**src/rtl/core_defs.svh**
```systemverilog
// Purpose: Shared constants for the core flags and operand decode
// Assumes: One clk edge per oscillator period
// Notes: Definitions only
`ifndef CORE_DEFS_SVH
`define CORE_DEFS_SVH

// Flags register location and power-on value
`define FLAGS_ADDR 5'h03
`define FLAGS_RESET 8'h18

// Flag bit positions
`define BIT_SPARE 7
`define BIT_PAGE_HI 6
`define BIT_PAGE_LO 5
`define BIT_TIMEOUT 4
`define BIT_SLEEP 3
`define BIT_ZERO 2
`define BIT_NIBBLE 1
`define BIT_CARRY 0

// Timing
`define OSC_PER_CYCLE 4
`define PAGE_WORDS 512

// Fixed control encodings
`define OP_SLEEP 12'h003
`define OP_KICK 12'h004
`define JUMP_OPC 3'h5

`endif

```
**src/rtl/core_pkg.sv**
```systemverilog
// Purpose: Types for the core flags and operand decode
// Assumes: Nothing
// Notes: Phase codes are Gray along the cycle
package core_pkg;

	typedef enum logic [1:0] {
		PH_Q1 = 2'b00,
		PH_Q2 = 2'b01,
		PH_Q3 = 2'b11,
		PH_Q4 = 2'b10
	} phase_t;

	typedef enum logic [1:0] {
		CLS_BYTE = 2'h0,
		CLS_BIT = 2'h1,
		CLS_LIT = 2'h2,
		CLS_JUMP = 2'h3
	} op_class_t;

endpackage

```
**src/rtl/decode_if.sv**
```systemverilog
// Purpose: Carries an instruction word and its decoded fields
// Assumes: Decoder is purely combinational
// Notes: One modport per side
`timescale 1ns/10ps
`default_nettype none
interface decode_if;
	import core_pkg::*;
	logic [11:0] word;
	op_class_t op_class;
	logic [5:0] opcode;
	logic [4:0] file_addr;
	logic dest_file;
	logic [2:0] bit_sel;
	logic [8:0] literal;
	logic is_jump;
	logic is_sleep;
	logic is_kick;
	modport decoder (input word, output op_class, opcode, file_addr, dest_file, bit_sel, literal, is_jump,
		is_sleep, is_kick);
	modport core (output word, input op_class, opcode, file_addr, dest_file, bit_sel, literal, is_jump,
		is_sleep, is_kick);
endinterface
`default_nettype wire

```
**src/rtl/operand_decoder.sv**
```systemverilog
// Purpose: Splits a 12-bit word into class, opcode and operands
// Assumes: Word is stable for the whole cycle
// Notes: Combinational
`timescale 1ns/10ps
`default_nettype none
`include "core_defs.svh"
module operand_decoder
	import core_pkg::*;
(
	// Word and fields
	decode_if.decoder dif
);
	always_comb begin
		dif.is_jump = (dif.word[11:9] == `JUMP_OPC);
		if (dif.word[11:10] == 2'b00) begin
			dif.op_class = CLS_BYTE;
			dif.opcode = dif.word[11:6];
		end else if (dif.word[11:10] == 2'b01) begin
			dif.op_class = CLS_BIT;
			dif.opcode = {dif.word[11:8], 2'b00};
		end else if (dif.is_jump) begin
			dif.op_class = CLS_JUMP;
			dif.opcode = {dif.word[11:9], 3'h0};
		end else begin
			dif.op_class = CLS_LIT;
			dif.opcode = {dif.word[11:8], 2'b00};
		end
		dif.file_addr = dif.word[4:0];
		dif.bit_sel = dif.word[7:5];
		dif.dest_file = (dif.op_class == CLS_BYTE) ? dif.word[5] : (dif.op_class == CLS_BIT);
		dif.literal = dif.is_jump ? dif.word[8:0] : {1'b0, dif.word[7:0]};
		dif.is_sleep = (dif.word == `OP_SLEEP);
		dif.is_kick = (dif.word == `OP_KICK);
	end
endmodule
`default_nettype wire

```
**src/rtl/page_mapper.sv**
```systemverilog
// Purpose: Builds program addresses from the page preselect bits
// Assumes: Pages of equal size
// Notes: Combinational
`timescale 1ns/10ps
`default_nettype none
module page_mapper #(
	parameter int PAGE_BITS = 2,
	parameter int OFFSET_BITS = 9
) (
	// Page and target
	input wire logic [PAGE_BITS-1:0] page_preselect,
	input wire logic [OFFSET_BITS-1:0] target,
	// Addresses
	output logic [PAGE_BITS+OFFSET_BITS-1:0] page_base,
	output logic [PAGE_BITS+OFFSET_BITS-1:0] jump_addr
);
	always_comb begin
		page_base = {page_preselect, {OFFSET_BITS{1'b0}}};
		jump_addr = {page_preselect, target};
	end
endmodule
`default_nettype wire

```
**src/rtl/core_status_decode.sv**
```systemverilog
// Purpose: Core flags register, cycle sequencing and operand decode
// Assumes: clk is the oscillator; datapath results valid in the last phase
// Notes: Undefined arithmetic flags come up as zero
`timescale 1ns/10ps
`default_nettype none
`include "core_defs.svh"
// Behaviour
// - Flag-affecting ops writing the flags keep the operation's zero, nibble, carry.
// - Instruction writes never change the timeout or sleep flag bits.
// - Flags at file address 03h; reset gives upper zero, timeout and sleep one.
// - Sleep flag set at power-up or kick, cleared by sleep instruction.
// - Each 12-bit word is decoded into byte, bit, literal or jump classes.
// - File number selects one of 32 registers, 0x00 to 0x1F.
// - Destination bit zero sends result to accumulator, one to the file.
// - Bit select picks one of eight bit positions.
// - Literal operand is 8 or 9 bits, passed to datapath or counter.
// - Don't-care bits have no effect on decoding.
// - Byte words: opcode 11:6, dest 5, file 4:0; bit select in 7:5.
// - Jump uses 11:9 opcode, 9-bit target; other literals 11:8 and 7:0.
// - An instruction cycle is four oscillator periods.
// - One cycle per instruction, two when a skip or counter change occurs.
module core_status_decode
	import core_pkg::*;
(
	// Clock and reset
	input wire logic clk,
	input wire logic reset,
	// Program memory
	input wire logic [11:0] instr_word,
	input wire logic instr_valid,
	// Datapath results
	input wire logic file_write,
	input wire logic [7:0] write_data,
	input wire logic [7:0] result_data,
	input wire logic result_nibble_carry,
	input wire logic result_carry,
	input wire logic affects_zero,
	input wire logic affects_nibble,
	input wire logic affects_carry,
	input wire logic pc_change,
	input wire logic skip_taken,
	// Watchdog
	input wire logic wdt_timeout,
	// Flags
	output logic [7:0] core_flags_register,
	// Decoded operands
	output op_class_t op_class,
	output logic [5:0] opcode,
	output logic [4:0] file_addr,
	output logic dest_file,
	output logic [2:0] bit_sel,
	output logic [8:0] literal,
	output logic [10:0] jump_addr,
	output logic [10:0] page_base,
	// Sequencing
	output phase_t cycle_phase,
	output logic flush_cycle,
	output logic sleep_pulse,
	output logic kick_pulse
);
	decode_if dec ();

	phase_t phase_reg, phase_next;
	logic [11:0] word_reg, word_next;
	logic valid_reg, valid_next;
	logic flush_reg, flush_next;
	logic [7:0] flags_reg, flags_next;
	op_class_t class_reg;
	logic [5:0] opcode_reg;
	logic [4:0] file_reg;
	logic dest_reg;
	logic [2:0] bit_reg;
	logic [8:0] literal_reg;
	logic [10:0] jump_reg, jump_next;
	logic [10:0] base_reg, base_next;
	logic sleep_reg, sleep_next;
	logic kick_reg, kick_next;
	logic exec;
	logic flags_write;

	assign dec.word = word_reg;

	operand_decoder u_decoder (
		.dif(dec)
	);

	page_mapper #(
		.PAGE_BITS(2),
		.OFFSET_BITS(9)
	) u_pages (
		.page_preselect(flags_reg[`BIT_PAGE_HI:`BIT_PAGE_LO]),
		.target(dec.literal),
		.page_base(base_next),
		.jump_addr(jump_next)
	);

	// Execute at last phase of a non-flush cycle
	assign exec = (phase_reg == PH_Q4) && valid_reg && !flush_reg;
	assign flags_write = file_write && dec.dest_file && (dec.file_addr == `FLAGS_ADDR);

	// Sequencer next state
	always_comb begin
		phase_next = phase_reg;
		word_next = word_reg;
		valid_next = valid_reg;
		flush_next = flush_reg;
		case (phase_reg)
			PH_Q1: phase_next = PH_Q2;
			PH_Q2: phase_next = PH_Q3;
			PH_Q3: phase_next = PH_Q4;
			default: phase_next = PH_Q1;
		endcase
		if (phase_reg == PH_Q4) begin
			word_next = instr_word;
			valid_next = instr_valid;
			flush_next = exec && (dec.is_jump || pc_change || skip_taken);
		end
	end

	always_ff @(posedge clk) begin
		if (reset) begin
			phase_reg <= PH_Q1;
			word_reg <= 12'h000;
			valid_reg <= 1'b0;
			flush_reg <= 1'b0;
		end else begin
			phase_reg <= phase_next;
			word_reg <= word_next;
			valid_reg <= valid_next;
			flush_reg <= flush_next;
		end
	end

	// Flags next state
	always_comb begin
		flags_next = flags_reg;
		sleep_next = 1'b0;
		kick_next = 1'b0;
		if (exec) begin
			if (flags_write) begin
				flags_next[`BIT_SPARE:`BIT_PAGE_LO] = write_data[`BIT_SPARE:`BIT_PAGE_LO];
				// write blocked where operation owns flag
				if (!affects_zero) begin
					flags_next[`BIT_ZERO] = write_data[`BIT_ZERO];
				end
				if (!affects_nibble) begin
					flags_next[`BIT_NIBBLE] = write_data[`BIT_NIBBLE];
				end
				if (!affects_carry) begin
					flags_next[`BIT_CARRY] = write_data[`BIT_CARRY];
				end
				// timeout and sleep bits untouched here
			end
			if (affects_zero) begin
				flags_next[`BIT_ZERO] = (result_data == 8'h00);
			end
			if (affects_nibble) begin
				flags_next[`BIT_NIBBLE] = result_nibble_carry;
			end
			if (affects_carry) begin
				flags_next[`BIT_CARRY] = result_carry;
			end
			if (dec.is_kick) begin
				flags_next[`BIT_TIMEOUT] = 1'b1;
				flags_next[`BIT_SLEEP] = 1'b1;
				kick_next = 1'b1;
			end
			if (dec.is_sleep) begin
				flags_next[`BIT_TIMEOUT] = 1'b1;
				flags_next[`BIT_SLEEP] = 1'b0;
				sleep_next = 1'b1;
			end
		end
		if (wdt_timeout) begin
			flags_next[`BIT_TIMEOUT] = 1'b0;
		end
	end

	always_ff @(posedge clk) begin
		if (reset) begin
			flags_reg <= `FLAGS_RESET;
			sleep_reg <= 1'b0;
			kick_reg <= 1'b0;
		end else begin
			flags_reg <= flags_next;
			sleep_reg <= sleep_next;
			kick_reg <= kick_next;
		end
	end

	// Registered decode outputs
	always_ff @(posedge clk) begin
		if (reset) begin
			class_reg <= CLS_BYTE;
			opcode_reg <= 6'h00;
			file_reg <= 5'h00;
			dest_reg <= 1'b0;
			bit_reg <= 3'h0;
			literal_reg <= 9'h000;
			jump_reg <= 11'h000;
			base_reg <= 11'h000;
		end else begin
			class_reg <= dec.op_class;
			opcode_reg <= dec.opcode;
			file_reg <= dec.file_addr;
			dest_reg <= dec.dest_file;
			bit_reg <= dec.bit_sel;
			literal_reg <= dec.literal;
			jump_reg <= jump_next;
			base_reg <= base_next;
		end
	end

	assign core_flags_register = flags_reg;
	assign op_class = class_reg;
	assign opcode = opcode_reg;
	assign file_addr = file_reg;
	assign dest_file = dest_reg;
	assign bit_sel = bit_reg;
	assign literal = literal_reg;
	assign jump_addr = jump_reg;
	assign page_base = base_reg;
	assign cycle_phase = phase_reg;
	assign flush_cycle = flush_reg;
	assign sleep_pulse = sleep_reg;
	assign kick_pulse = kick_reg;

	// Checks
	reset_values_a: assert property (@(posedge clk) $past(reset) && !reset |->
		flags_reg[7:3] == 5'b00011) else $error("flags wrong after reset");

	ro_bits_a: assert property (@(posedge clk) disable iff (reset)
		exec && flags_write && !dec.is_kick && !dec.is_sleep && !wdt_timeout
		|=> flags_reg[4:3] == $past(flags_reg[4:3])) else $error("timeout or sleep bit written");

	arith_keep_a: assert property (@(posedge clk) disable iff (reset)
		exec && flags_write && affects_carry |=> flags_reg[0] == $past(result_carry))
		else $error("carry taken from write data");

	zero_flag_a: assert property (@(posedge clk) disable iff (reset)
		exec && affects_zero |=> flags_reg[2] == ($past(result_data) == 8'h00))
		else $error("zero flag mismatch");

	sleep_clear_a: assert property (@(posedge clk) disable iff (reset)
		exec && dec.is_sleep && !wdt_timeout |=> !flags_reg[3] && flags_reg[4] && sleep_pulse)
		else $error("sleep did not update flags");

	kick_set_a: assert property (@(posedge clk) disable iff (reset)
		exec && dec.is_kick && !wdt_timeout |=> flags_reg[4:3] == 2'b11 && kick_pulse)
		else $error("kick did not set flags");

	wdt_clear_a: assert property (@(posedge clk) disable iff (reset)
		wdt_timeout |=> !flags_reg[4]) else $error("timeout flag not cleared");

	phase_order_a: assert property (@(posedge clk) disable iff (reset)
		phase_reg == PH_Q1 |=> phase_reg == PH_Q2 ##1 phase_reg == PH_Q3 ##1 phase_reg == PH_Q4
		##1 phase_reg == PH_Q1) else $error("phase order broken");

	jump_flush_a: assert property (@(posedge clk) disable iff (reset)
		exec && dec.is_jump |=> flush_reg [*4] ##1 !flush_reg) else $error("jump not two cycles");

	plain_single_a: assert property (@(posedge clk) disable iff (reset)
		exec && !dec.is_jump && !pc_change && !skip_taken |=> !flush_reg)
		else $error("unexpected second cycle");

	byte_fields_a: assert property (@(posedge clk) disable iff (reset)
		phase_reg == PH_Q3 && $past(phase_reg) == PH_Q2 && class_reg == CLS_BYTE
		|-> file_addr == word_reg[4:0] && opcode == word_reg[11:6] && dest_file == word_reg[5])
		else $error("byte fields wrong");

	bit_field_a: assert property (@(posedge clk) disable iff (reset)
		phase_reg == PH_Q3 |-> bit_sel == word_reg[7:5]) else $error("bit select wrong");

	class_decode_a: assert property (@(posedge clk) disable iff (reset)
		phase_reg == PH_Q3 && word_reg[11:10] == 2'b01 |-> class_reg == CLS_BIT)
		else $error("class wrong");

	jump_target_a: assert property (@(posedge clk) disable iff (reset)
		phase_reg == PH_Q3 && word_reg[11:9] == 3'h5 && $stable(flags_reg[6:5])
		|-> jump_addr == {flags_reg[6:5], word_reg[8:0]} && page_base[8:0] == 9'h000)
		else $error("jump address wrong");

	literal_field_a: assert property (@(posedge clk) disable iff (reset)
		phase_reg == PH_Q3 && word_reg[11:10] == 2'b11 |-> literal == {1'b0, word_reg[7:0]})
		else $error("literal wrong");

	file_number_a: assert property (@(posedge clk) disable iff (reset)
		phase_reg == PH_Q3 && !word_reg[11] |-> file_addr == word_reg[4:0])
		else $error("file number wrong");

	dest_select_a: assert property (@(posedge clk) disable iff (reset)
		phase_reg == PH_Q3 && word_reg[11:10] == 2'b00 |-> dest_file == word_reg[5])
		else $error("destination wrong");

	jump_literal_a: assert property (@(posedge clk) disable iff (reset)
		phase_reg == PH_Q3 && word_reg[11:9] == `JUMP_OPC |-> literal == word_reg[8:0])
		else $error("jump literal wrong");

	opcode_pad_a: assert property (@(posedge clk) disable iff (reset)
		phase_reg == PH_Q3 && word_reg[11] |-> opcode[1:0] == 2'b00)
		else $error("literal bits leak into opcode");

endmodule
`default_nettype wire

```
**config.mk**
```make
export PLATFORM = sky130hd
export DESIGN_NAME = core_status_decode
export DESIGN_NICKNAME = d
export VERILOG_FILES = /design/src/rtl/core_pkg.sv /design/src/rtl/decode_if.sv /design/src/rtl/operand_decoder.sv /design/src/rtl/page_mapper.sv /design/src/rtl/core_status_decode.sv
export VERILOG_INCLUDE_DIRS = /design/src /design/src/rtl
export SDC_FILE = /design/constraint.sdc
export NUM_CORES = 1
export LEC_CHECK = 0
export ABC_AREA = 1
export CORE_MARGIN = 5
export CORE_UTILIZATION = 67
export CTS_CLUSTER_SIZE = 25
export DETAILED_ROUTE_END_ITERATION = 7
export DONT_BUFFER_PORTS = 1
export GPL_ROUTABILITY_DRIVEN = 0
export PLACE_DENSITY_LB_ADDON = 0.05
export SYNTH_ARGS = -nofsm -noshare
export SYNTH_HDL_FRONTEND = slang
export SYNTH_HIERARCHICAL = 1
export SYNTH_SLANG_ARGS = --single-unit
```
**constraint.sdc**
```tcl
create_clock -name clk -period 4.8 [get_ports clk]
set_clock_uncertainty 0.2 [all_clocks]
set_input_delay 1.44 -clock clk [delete_from_list [all_inputs] [get_ports clk]]
set_output_delay 1.44 -clock clk [all_outputs]
set_load 0.01 [all_outputs]
```
Word-level counts from Yosys, hierarchy flattened
Index checks and enable logic that the tools add are counted.
Storage, ports and cells
  flip-flop bits (word level): 74
  input port bits: 40
  output and inout bits: 61
  word-level logic and storage cells: 78
Operators by class
  equal/unequal tests: 9
  mux-type cells: 22
  bitwise operators: 1
  reduce and logical (&&, ||, !) cells: 25
Operators by type and width (number)
  $eq 12x2->1 const B: 1
  $eq 12x3->1 const B: 1
  $mux 3: 4
  $reduce_and 2->1: 6
  $mux 1: 11
  $reduce_bool 2->1: 5
  $mux 9: 1
  $logic_not 8->1: 1
  $mux 2: 4
  $eq 2x1->1 const B: 3
  $logic_not 2->1: 3
  $pmux 2 s3: 1
  $eq 5x2->1 const B: 1
  $logic_and 1x1->1: 5
  $mux 5: 1
  $eq 2x2->1 const B: 2
  $eq 3x3->1 const B: 1
  $reduce_bool 3->1: 1
  $logic_or 1x1->1: 2
  $reduce_or 2->1: 1
  $logic_not 1->1: 1
  $not 1->1: 1

Logic depth before layout (Yosys ltp)
Gate-level depths: netlist of the first run.
  word-level depth: 12
  depth in mapped cells: 9
  mapped depth without buffers: 9

Modules after synthesis
The synthesis of the first run kept the hierarchy.
Modules (own cells, without submodules)
  core_status_decode: times used 1, cells each 299, area each 2421.1 um2, sequential area each 1481.4 um2
  operand_decoder: times used 1, cells each 49, area each 271.5 um2, sequential area each 0.0 um2
  page_mapper: times used 1, cells each 23, area each 168.9 um2, sequential area each 0.0 um2

Worst setup path after synthesis of the first run
No wires, ideal clock.
  kind: input -> register
  from: input file_write
  to: register flags_reg[6], in the netlist core_flags_register[6]
  setup time: 0.116 ns
  arrival: 2.016 ns
  data required time: 4.484 ns
  slack: 2.468 ns
  stages: 5
  buffers on the path: 0
  path through: nand2_1 -> nor2_1 -> nand3_4 -> o21ai_0 -> nor2_1
Between the ends
  longest elaborated chain between the ends: 3
Ends and longest elaborated chain
  start: declaration: RTL line core_status_decode.sv:32  | input wire logic file_write,
  $logic_and 1x1->1 (2 in a row): RTL line core_status_decode.sv:99  | assign flags_write = file_write && dec.dest_file && (dec.file_addr == `FLAGS_ADDR);
  $reduce_and 2->1 (no source line)
  end signal: assignment: RTL line core_status_decode.sv:181  | flags_reg <= `FLAGS_RESET;
  end signal: assignment: RTL line core_status_decode.sv:185  | flags_reg <= flags_next;
  end: declaration: RTL line core_status_decode.sv:67  | logic [7:0] flags_reg, flags_next;
Every way passes these cells.
A chain may end at the register's enable or synchronous reset.

Worst setup path after layout of the first run
  from: register phase_reg[1], in the netlist cycle_phase[1]
  to: output cycle_phase[1]
RTL lines
  start: declaration: RTL line core_status_decode.sv:63  | phase_t phase_reg, phase_next;
  start signal: assignment: RTL line core_status_decode.sv:127  | phase_reg <= phase_next;
  end: declaration: RTL line core_status_decode.sv:56  | output phase_t cycle_phase,
No word-level cell between the ends.

==> reports/metrics.csv, run 1 <==
metric;value;unit
status;finished clean;
final setup violation count;0;
remaining antenna violation count;0;
worst hold path depth;2;
vias in the first global route;1599;
Final period util;50.66;%
YS warnings;6;
NumNets Final;378;
Synth Instances;371;
asr flop ratio synth;0;%
max reg flops;12;
CTS clk-pin slew, worst paths;0.07;ns
I/O pin count;101;
post-placement cell count;377;
switching share of power;24.18;%
DR iter-0 viols;61;
biggest area consumer among synthesized cells;dfxtp_1;
nature of the critical path endpoint;output port;
reg2reg end;core_flags_register[7];
worst vdd ir;228.4;uV
design area;2759;um^2
routed vias;1808;
Core Area;4058;um^2
CP max FO;3;
unrepaired setup endpoints after global routing;no;
Synth Area in XOR/XNOR;0;%
P_int;841.4;uW
Flop pwr share;59.4;%
Worst-Margin Slew;0.5687;ns
critical path startpoint category;flop;
Finished Layout Cells;393;
total gr overflow;0;
Hold Path End;opcode[3];
pin count of the biggest net entering global routing;54;
full die area;5678;um^2
Clock Path Buffers;2;
pwr/cell area;402.2;nW/um^2
placed cell areas;2596;um^2
vias per inst;4.601;
initial antenna violation count;0;
TritonCTS Buffers;9;
Final TNS setup;0;ns
Detailed Routing Iterations Pass 1;4;
Hold Path Class;reg -> reg;
part of the power in combinational logic;4.7;%
critical path class;reg -> out;
Final Hold Vio Count;0;
Design Power;1.110;mW
synth top area cells;dfxtp_1 (52%), nor2_1 (14%), buf_4 (11%);
CP Data Arrival Time;0.79;ns
Syn Area/Cell;7.713;um^2
WL/cell;11.87;um
Rel. slew slack;62.05;%
post-DP HPWL;3312;um
initial cell density of the core;70.52;%
cts repair resizes;0;
synthesized area;2861;um^2
largest family of logic cells by synthesized area;buffers and inverters;
Psw;268.4;uW
hold slack;0.2599;ns
Crit path required time;3.16;ns
maxcap violations;0;
Static Leakage;1.191;nW
Post-synth EDFFs;0;
synth cell count leaders;nor2_1 (105), dfxtp_1 (74), inv_1 (70);
P&R area growth vs syn;-3.585;%
most numerous cell in the Yosys netlist;nor2_1;
adder-cell area share of the yosys netlist;0;%
setup bufs post-CTS;0;
IO buf count;0;
dominant synthesized flop cell;dfxtp_1;
DRC Markers;0;
final core occ;67.99;%
Reg2Reg Launch Point;dec.word[5];
crit path time final;2.432;ns
final worst slack;2.368;ns
clock sinks;74;
Netlist cell types;25;
R2R setup slack;3.07;ns
CTS Hold Bufs;0;
CTS tree;built;
Die H;75.35;um
share of the synthesized area in the top cell type;51.77;%
Seq cells post-synth;74;
simple logic cell fraction of the synthesized area;20.86;%
root buffer cell;clkbuf_8;
Clock power frac;35.9;%
clock latency on the worst-skew pair;0.33;ns
mux cell area share after synthesis;0;%
Die W;75.35;um
first-pass GRT wire length;7307;um
Reg2Reg Depth;7;
Seq/Total Area, Yosys;51.77;%
share of layout cells above drive strength 1;6.997;%
drt total wl;4664;um
Core Rows;23;
max-slew violations;0;
Filler cells;363;
n_diodes;0;
Total GRT Usage;17.43;%
compound-cell area share of the yosys netlist;4.810;%
Max Fclk;411.2;MHz
Hold Startpoint;dec.word[9];
DP Worst Slack;2.191;ns
H-tree Lvls;3;
power by group through the flow:
stage	Combinational, mW	Sequential, mW	Clock [mW]
after floorplan	0.0746	0.668	0
after global placement	0.0503	0.674	0
after detailed placement	0.0517	0.674	0
after CTS	0.0522	0.660	0.409
after global routing	0.0621	0.662	0.447
final	0.0523	0.660	0.398
kinds of logic (layout without fill, tap and decap cells):
kind of cell | count (synthesis) | count (layout)
and+or+nand+nor | 144 | 144
DFF | 74 | 74
other | 1 | 9
AOI/OAI and AO/OA | 26 | 26
buffers and inverters | 126 | 90
cells in the final DEF, fill, tap and decap left out:
master and instances:
nand3b_1 1, nand3_4 1, conb_1 9, o21ai_2 1, dfxtp_1 74, nor2_1 105
inv_2 2, and2_0 1, o21ai_0 20, nor2_8 1, clkbuf_8 9, o21ai_1 1
nand2_2 1, nand2_1 26, nand3_1 5, clkinv_4 2, clkinv_2 4, or2_2 1
a21oi_1 3, clkinvlp_4 1, clkbuf_1 2, nand2_4 1, o32ai_1 1, nor3_1 1
inv_1 70
per-layer routing:
| layer | up-vias | routed length, um | track usage [%] |
|---|---|---|---|
| li1 | 960 | - | - |
| met3 | 8 | 474 | 7.652 |
| met4 | 0 | 72 | 9.903 |
| met2 | 67 | 2089 | 25.60 |
| met5 | - | 0 | 0 |
| met1 | 773 | 2028 | 21.27 |
worst max-delay path by stage:
stage	to	cells after the start	slack (ns)	startpoint
floorplan	core_flags_register[6]	5	2.47	file_write
global placement	core_flags_register[3]	4	2.21	reset
detailed placement	core_flags_register[3]	4	2.19	reset
CTS	cycle_phase[1]	0	2.35	cycle_phase[1]
global route	cycle_phase[1]	0	2.32	cycle_phase[1]
finish	cycle_phase[1]	0	2.37	cycle_phase[1]
final cells by class:
type / count / area [um^2] / area share, %
well taps: 50 / 62.56 / 2.268
clock buffers: 11 / 131.4 / 4.762
inverters: 74 / 284.0 / 10.29
flip-flops and latches: 74 / 1481 / 53.70
multi-input cells: 179 / 768.2 / 27.85
clock inverters: 5 / 31.28 / 1.134
worst reg2reg max path: cells and delay by family, from the launching register on:
family | cells | cell delay [ns]
simple gates | 4 | 0.52
flops | 1 | 0.42
compound gates | 2 | 0.40
buf+inv | 1 | 0.08
No activity file was read; power rests on OpenSTA's default activity.
==> inputs of run 2 (changes only) <==
Settings changed: ABC_AREA 1 to 0, CORE_UTILIZATION 67 to 57.
Clock period 4.8 ns to 2.15 ns, I/O delays scaled along.
==> run 2 against run 1 <==
Via count fell by 16%. Final area fell by 4.3%. Critical path depth increased by 5. Die area grew 9.9%. First-iteration DRC count fell by 15%. Critical path type is now reg -> reg. Combinational power is 29% higher. Setup slack got worse by 2.1 ns. Total power increased by 120%. Synthesized area shrank 5.2%. Synthesized cell count is 26% lower. Global-route usage down 2.9 points. Utilization decreased by 11 points. Largest cell class unchanged.
==> reports/metrics.csv, run 2 <==
metric;value;unit;change
Static Leakage;1.043;nW;-12%
initial cell density of the core;58.23;%;-12 points
critical path class;reg -> reg;;
root buffer cell;clkbuf_8;;
Final period util;86.68;%;
pin count of the biggest net entering global routing;75;;+39%
Design Power;2.398;mW;+120%
drt total wl;4455;um;-4.5%
Max Fclk;536.6;MHz;
synth cell count leaders;dfxtp_1 (74), nor2b_1 (51), buf_4 (42);;
crit path buf inv count;0;;
Netlist cell types;37;;+48%
CP max FO;6;;+3
DRC Markers;0;;unchanged
Syn Area/Cell;9.905;um^2;+28%
dominant synthesized flop cell;dfxtp_1;;
biggest area consumer among synthesized cells;dfxtp_1;;
cts repair resizes;0;;unchanged
CTS tree;built;;
CP Data Arrival Time;1.93;ns;+1.14 ns
CTS Hold Bufs;0;;unchanged
Filler cells;425;;+17%
clock latency on the worst-skew pair;0.32;ns;about the same
IO buf count;0;;unchanged
Core Rows;25;;+8.7%
pwr/cell area;907.8;nW/um^2;+130%
H-tree Lvls;3;;unchanged
synthesized area;2714;um^2;-5.2%
Seq cells post-synth;74;;unchanged
n_diodes;0;;unchanged
Core Area;4661;um^2;+15%
nature of the critical path endpoint;flop;;
unrepaired setup endpoints after global routing;no;;
clock sinks;74;;unchanged
status;finished clean;;
CP Cell Sequence;or4_1 -> nor3_1 -> or2_2 -> a21oi_1 -> o21bai_1;;
NumNets Final;283;;-25%
P&R area growth vs syn;-2.674;%;
worst vdd ir;388.0;uV;+70%
max reg flops;12;;unchanged
Worst path slowest cell;or4_1;;
Seq/Total Area, Yosys;54.59;%;+2.8 points
Post-synth EDFFs;0;;unchanged
max-slew violations;0;;unchanged
slowest stage delay, CP;0.57;ns;
total gr overflow;0;;unchanged
remaining antenna violation count;0;;unchanged
full die area;6241;um^2;+9.9%
vias per inst;5.033;;+9.4%
CTS clk-pin slew, worst paths;0.07;ns;about the same
initial antenna violation count;0;;unchanged
Die W;79;um;+4.8%
most frequent cells in the layout;dfxtp_1 (74), nor2b_1 (51), nand2_1 (29);;
WL/cell;14.75;um;+24%
setup bufs post-CTS;0;;unchanged
Final TNS setup;0;ns;unchanged
most numerous cell in the Yosys netlist;dfxtp_1;;
critical path startpoint category;flop;;
post-DP HPWL;3158;um;-4.7%
Crit path required time;2.21;ns;-0.95 ns
commonest non-fill, non-tap cell in the layout;dfxtp_1;;
delay-heaviest family, CP;simple AND/OR/NAND/NOR gates;;
Rel. slew slack;65.70;%;+3.7 points
Hold Path Class;in -> reg;;
synth top area cells;dfxtp_1 (55%), nor2b_1 (12%), buf_4 (12%);;
I/O pin count;101;;unchanged
DR iter-0 viols;52;;-15%
Final Hold Vio Count;0;;unchanged
share of the synthesized area in the top cell type;54.59;%;+2.8 points
vias in the first global route;1423;;-11%
TritonCTS Buffers;9;;unchanged
YS warnings;6;;unchanged
share of layout cells above drive strength 1;8.468;%;+1.5 points
crit path time final;1.864;ns;
maxcap violations;0;;unchanged
Clock Path Buffers;2;;unchanged
asr flop ratio synth;0;%;unchanged
Detailed Routing Iterations Pass 1;4;;unchanged
final setup violation count;0;;unchanged
Synth Instances;274;;-26%
routed vias;1520;;-16%
Total GRT Usage;14.52;%;-2.9 points
Worst-Margin Slew;0.5145;ns;-0.05421 ns
Die H;79;um;+4.8%
first-pass GRT wire length;6865;um;-6.0%
-- run 2: changes by cell type after synthesis, sizes merged, moves of 2 or more --
cell / change
nor2: -99
a21o: +3
or4: +2
nor3b: +2
inv: -69
mux2i: +5
o21ai: -21
nor2b: +51
nand3: -3
clkinv: -2
nor4: +2
and3b: +2
a21oi: +17
-- run 2: stage by stage --
step | std cells | instance area, um^2 | util, % | worst slack (ns) | hold slack (ns)
3_5_place_dp | 286 | 2476 | 53.13 | 0.2830 | 0.2435
2_1_floorplan | 282 | 2744 | - | 0.4495 | 0.2319
6_report | 302 | 2641 | 56.67 | 0.2863 | 0.1757
5_1_grt | 302 | 2641 | 56.67 | 0.1326 | 0.1529
4_1_cts | 302 | 2641 | 56.67 | 0.2694 | 0.1571
3_3_place_gp | 286 | 2476 | 53.13 | 0.3246 | 0.2336
-- run 2: final timing paths --
path	startpoint	end	slack, ns	cells past startpoint
worst min-delay path	reset	core_flags_register[0]	0.18	1
worst max-delay path	dec.word[7]	core_flags_register[4]	0.29	5
worst max register to register	dec.word[7]	core_flags_register[4]	0.29	5
worst min register to register	valid_reg	valid_reg	0.25	2
-- run 2: kinds of logic after synthesis --
family                 after synthesis  synth area share (%)
buffers and inverters               56                 13.60
other                                1                0.1382
multiplexers                         5                 1.844
flip-flops                          74                 54.59
AND/OR/NAND/NOR                    110                 23.74
AO/OA/AOI/OAI                       28                 6.086
-- run 2: report_power, final --
part	leakage, nW	total, mW	switching, mW	internal (mW)
registers	0.602	1.44	0.0370	1.41
logic	0.361	0.0677	0.0296	0.0381
clock network	0.0807	0.886	0.435	0.451
total	1.04	2.40	0.502	1.90
-- run 2: metal layers --
metal  routed length (um)  part of all wire [%]  track usage (%)
met5                    0                     0                0
met4                   87                   2.0            8.763
met3                  497                    11            7.029
met2                 2093                    47            22.22
met1                 1776                    40            16.24
-- run 2: layout make-up --
| type | instances | area (um^2) | area share (%) |
|---|---|---|---|
| well taps | 54 | 67.56 | 2.558 |
| multi-input cells | 152 | 893.4 | 33.82 |
| inverters | 3 | 11.26 | 0.4263 |
| repair buffers | 3 | 22.52 | 0.8527 |
| clock buffers | 14 | 152.6 | 5.779 |
| flip-flops and latches | 74 | 1481 | 56.09 |
| clock inverters | 2 | 12.51 | 0.4737 |
==> inputs of run 3 (changes only) <==
Settings changed: ABC_AREA 0 to 1.
==> run 3 against run 2 <==
Final area rose by 8.2%. Critical path depth rose by 2. First-iteration DRC count rose by 110%. Critical path type unchanged. Count of clock-buffer cells in the layout fell by 4. Combinational power rose by 74%. Register-to-register slack improved by 0.15 ns. Fmax rose by 8.8%. Flip-flop and latch count did not move. Routed wire length rose by 11%. Critical endpoint is now core_flags_register[6]. Total power rose by 16%. Largest power group unchanged.
==> reports/metrics.csv, run 3 (same netlist as run 1, synthesis figures left out) <==
metric;value;unit;change
final setup violation count;0;;unchanged
pwr/cell area;972.4;nW/um^2;+7.1%
Reg2Reg Depth;7;;+2
unrepaired setup endpoints after global routing;no;;
Total GRT Usage;15.71;%;+1.2 points
Core Rows;25;;unchanged
Core Area;4786;um^2;+2.7%
WL/cell;12.03;um;-18%
max reg flops;12;;unchanged
maxcap violations;0;;unchanged
critical path startpoint category;flop;;
status;finished clean;;
Die H;80.86;um;+2.3%
Design Power;2.780;mW;+16%
worst hold path depth;1;;unchanged
Clock Path Buffers;2;;unchanged
final worst slack;0.4374;ns;+0.1510 ns
TritonCTS Buffers;9;;unchanged
commonest non-fill, non-tap cell in the layout;nor2_1;;
nature of the critical path endpoint;flop;;
worst vdd ir;491.0;uV;+27%
Final period util;79.66;%;-7.0 points
CTS tree;built;;
setup bufs post-CTS;0;;unchanged
DRC Markers;0;;unchanged
Detailed Routing Iterations Pass 1;4;;unchanged
I/O pin count;101;;unchanged
post-DP HPWL;3532;um;+12%
DR iter-0 viols;111;;+110%
CTS clk-pin slew, worst paths;0.08;ns;about the same
critical path class;reg -> reg;;
NumNets Final;380;;+34%
Crit path required time;2.18;ns;-0.03 ns
Max Fclk;583.9;MHz;+8.8%
clock latency on the worst-skew pair;0.33;ns;about the same
CP Data Arrival Time;1.75;ns;-0.18 ns
total gr overflow;0;;unchanged
share of layout cells above drive strength 1;8.116;%;-0.35 points
n_diodes;0;;unchanged
final core occ;59.74;%;+3.1 points
Final TNS setup;0;ns;unchanged
Static Leakage;1.226;nW;+18%
post-placement cell count;396;;+38%
CP max FO;9;;+3
initial cell density of the core;59.79;%;+1.6 points
cts repair resizes;0;;unchanged
DP Worst Slack;0.3780;ns;+0.09496 ns
Die W;80.86;um;+2.3%
H-tree Lvls;3;;unchanged
remaining antenna violation count;0;;unchanged
first-pass GRT wire length;7693;um;+12%
Hold Path Class;in -> reg;;
full die area;6538;um^2;+4.8%
Final Hold Vio Count;0;;unchanged
crit path time final;1.713;ns;-0.1510 ns
vias per inst;4.316;;-14%
routed vias;1778;;+17%
initial antenna violation count;0;;unchanged
most frequent cells in the layout;nor2_1 (105), dfxtp_1 (74), inv_1 (70);;
CTS Hold Bufs;0;;unchanged
root buffer cell;clkbuf_8;;
pin count of the biggest net entering global routing;54;;-28%
P&R area growth vs syn;-0.08751;%;
Finished Layout Cells;412;;+36%
drt total wl;4957;um;+11%
clock sinks;74;;unchanged
IO buf count;0;;unchanged
vias in the first global route;1692;;+19%
max-slew violations;0;;unchanged
[run 3: changes by cell type in the layout (fill, tap and decap cells not counted), moves of 3 or more]
cell	previous run	this run
nor2b_1	51	0
a21oi_1	18	3
clkbuf_1	4	0
nand2_1	29	26
a21o_1	3	0
nand3_1	2	5
nor2_1	7	105
mux2i_1	5	0
inv_1	3	70
o21ai_0	1	20
[run 3: path summary, 6_finish.rpt]
path	from	endpoint	slack, ns
worst max-delay path	dec.word[5]	core_flags_register[6]	0.44
worst min-delay path	reset	cycle_phase[0]	0.17
worst max register to register	dec.word[5]	core_flags_register[6]	0.44
worst min register to register	dec.word[9]	opcode[3]	0.26
[run 3: final cells by class]
cell class,instances,area (um^2)
Fill cell,456,1927
Sequential cell,74,1481
Multi-Input combinational cell,179,768.2
Inverter,74,284.0
Clock buffer,10,137.6
Clock inverter,6,88.84
Tap cell,67,83.83
Timing Repair Buffer,2,15.01
[run 3: critical path: stages, from the launching register on]
cell     delay, ns
dfxtp_1       0.41
inv_1         0.08
a21oi_1       0.22
nand2_1       0.07
nor2_1        0.23
nand3_4       0.16
o21ai_0       0.19
nor2_1        0.05
[run 3: metal layers]
| metal | GRT usage [%] | share of wire [%] | vias up | wire length [um] |
|---|---|---|---|---|
| li1 | - | - | 965 | - |
| met1 | 18.53 | 42 | 737 | 2077 |
| met2 | 24.47 | 46 | 68 | 2288 |
| met3 | 6.430 | 10 | 8 | 515 |
| met4 | 8.108 | 1.5 | 0 | 76 |
| met5 | 0 | 0 | - | 0 |
[run 3: per-stage QoR]
stage               cell area, um^2  hold WS [ns]
finish                         2859        0.1697
global route                   2859        0.1541
CTS                            2859        0.1527
detailed placement             2633        0.2504
global placement               2633        0.2494
floorplan                      2892        0.2550
[run 3: report_power, final]
group          internal, mW  leakage [nW]  switching, mW
clock                 0.687         0.109          0.502
sequential             1.42         0.603         0.0534
combinational        0.0452         0.514         0.0726
total                  2.15          1.23          0.628
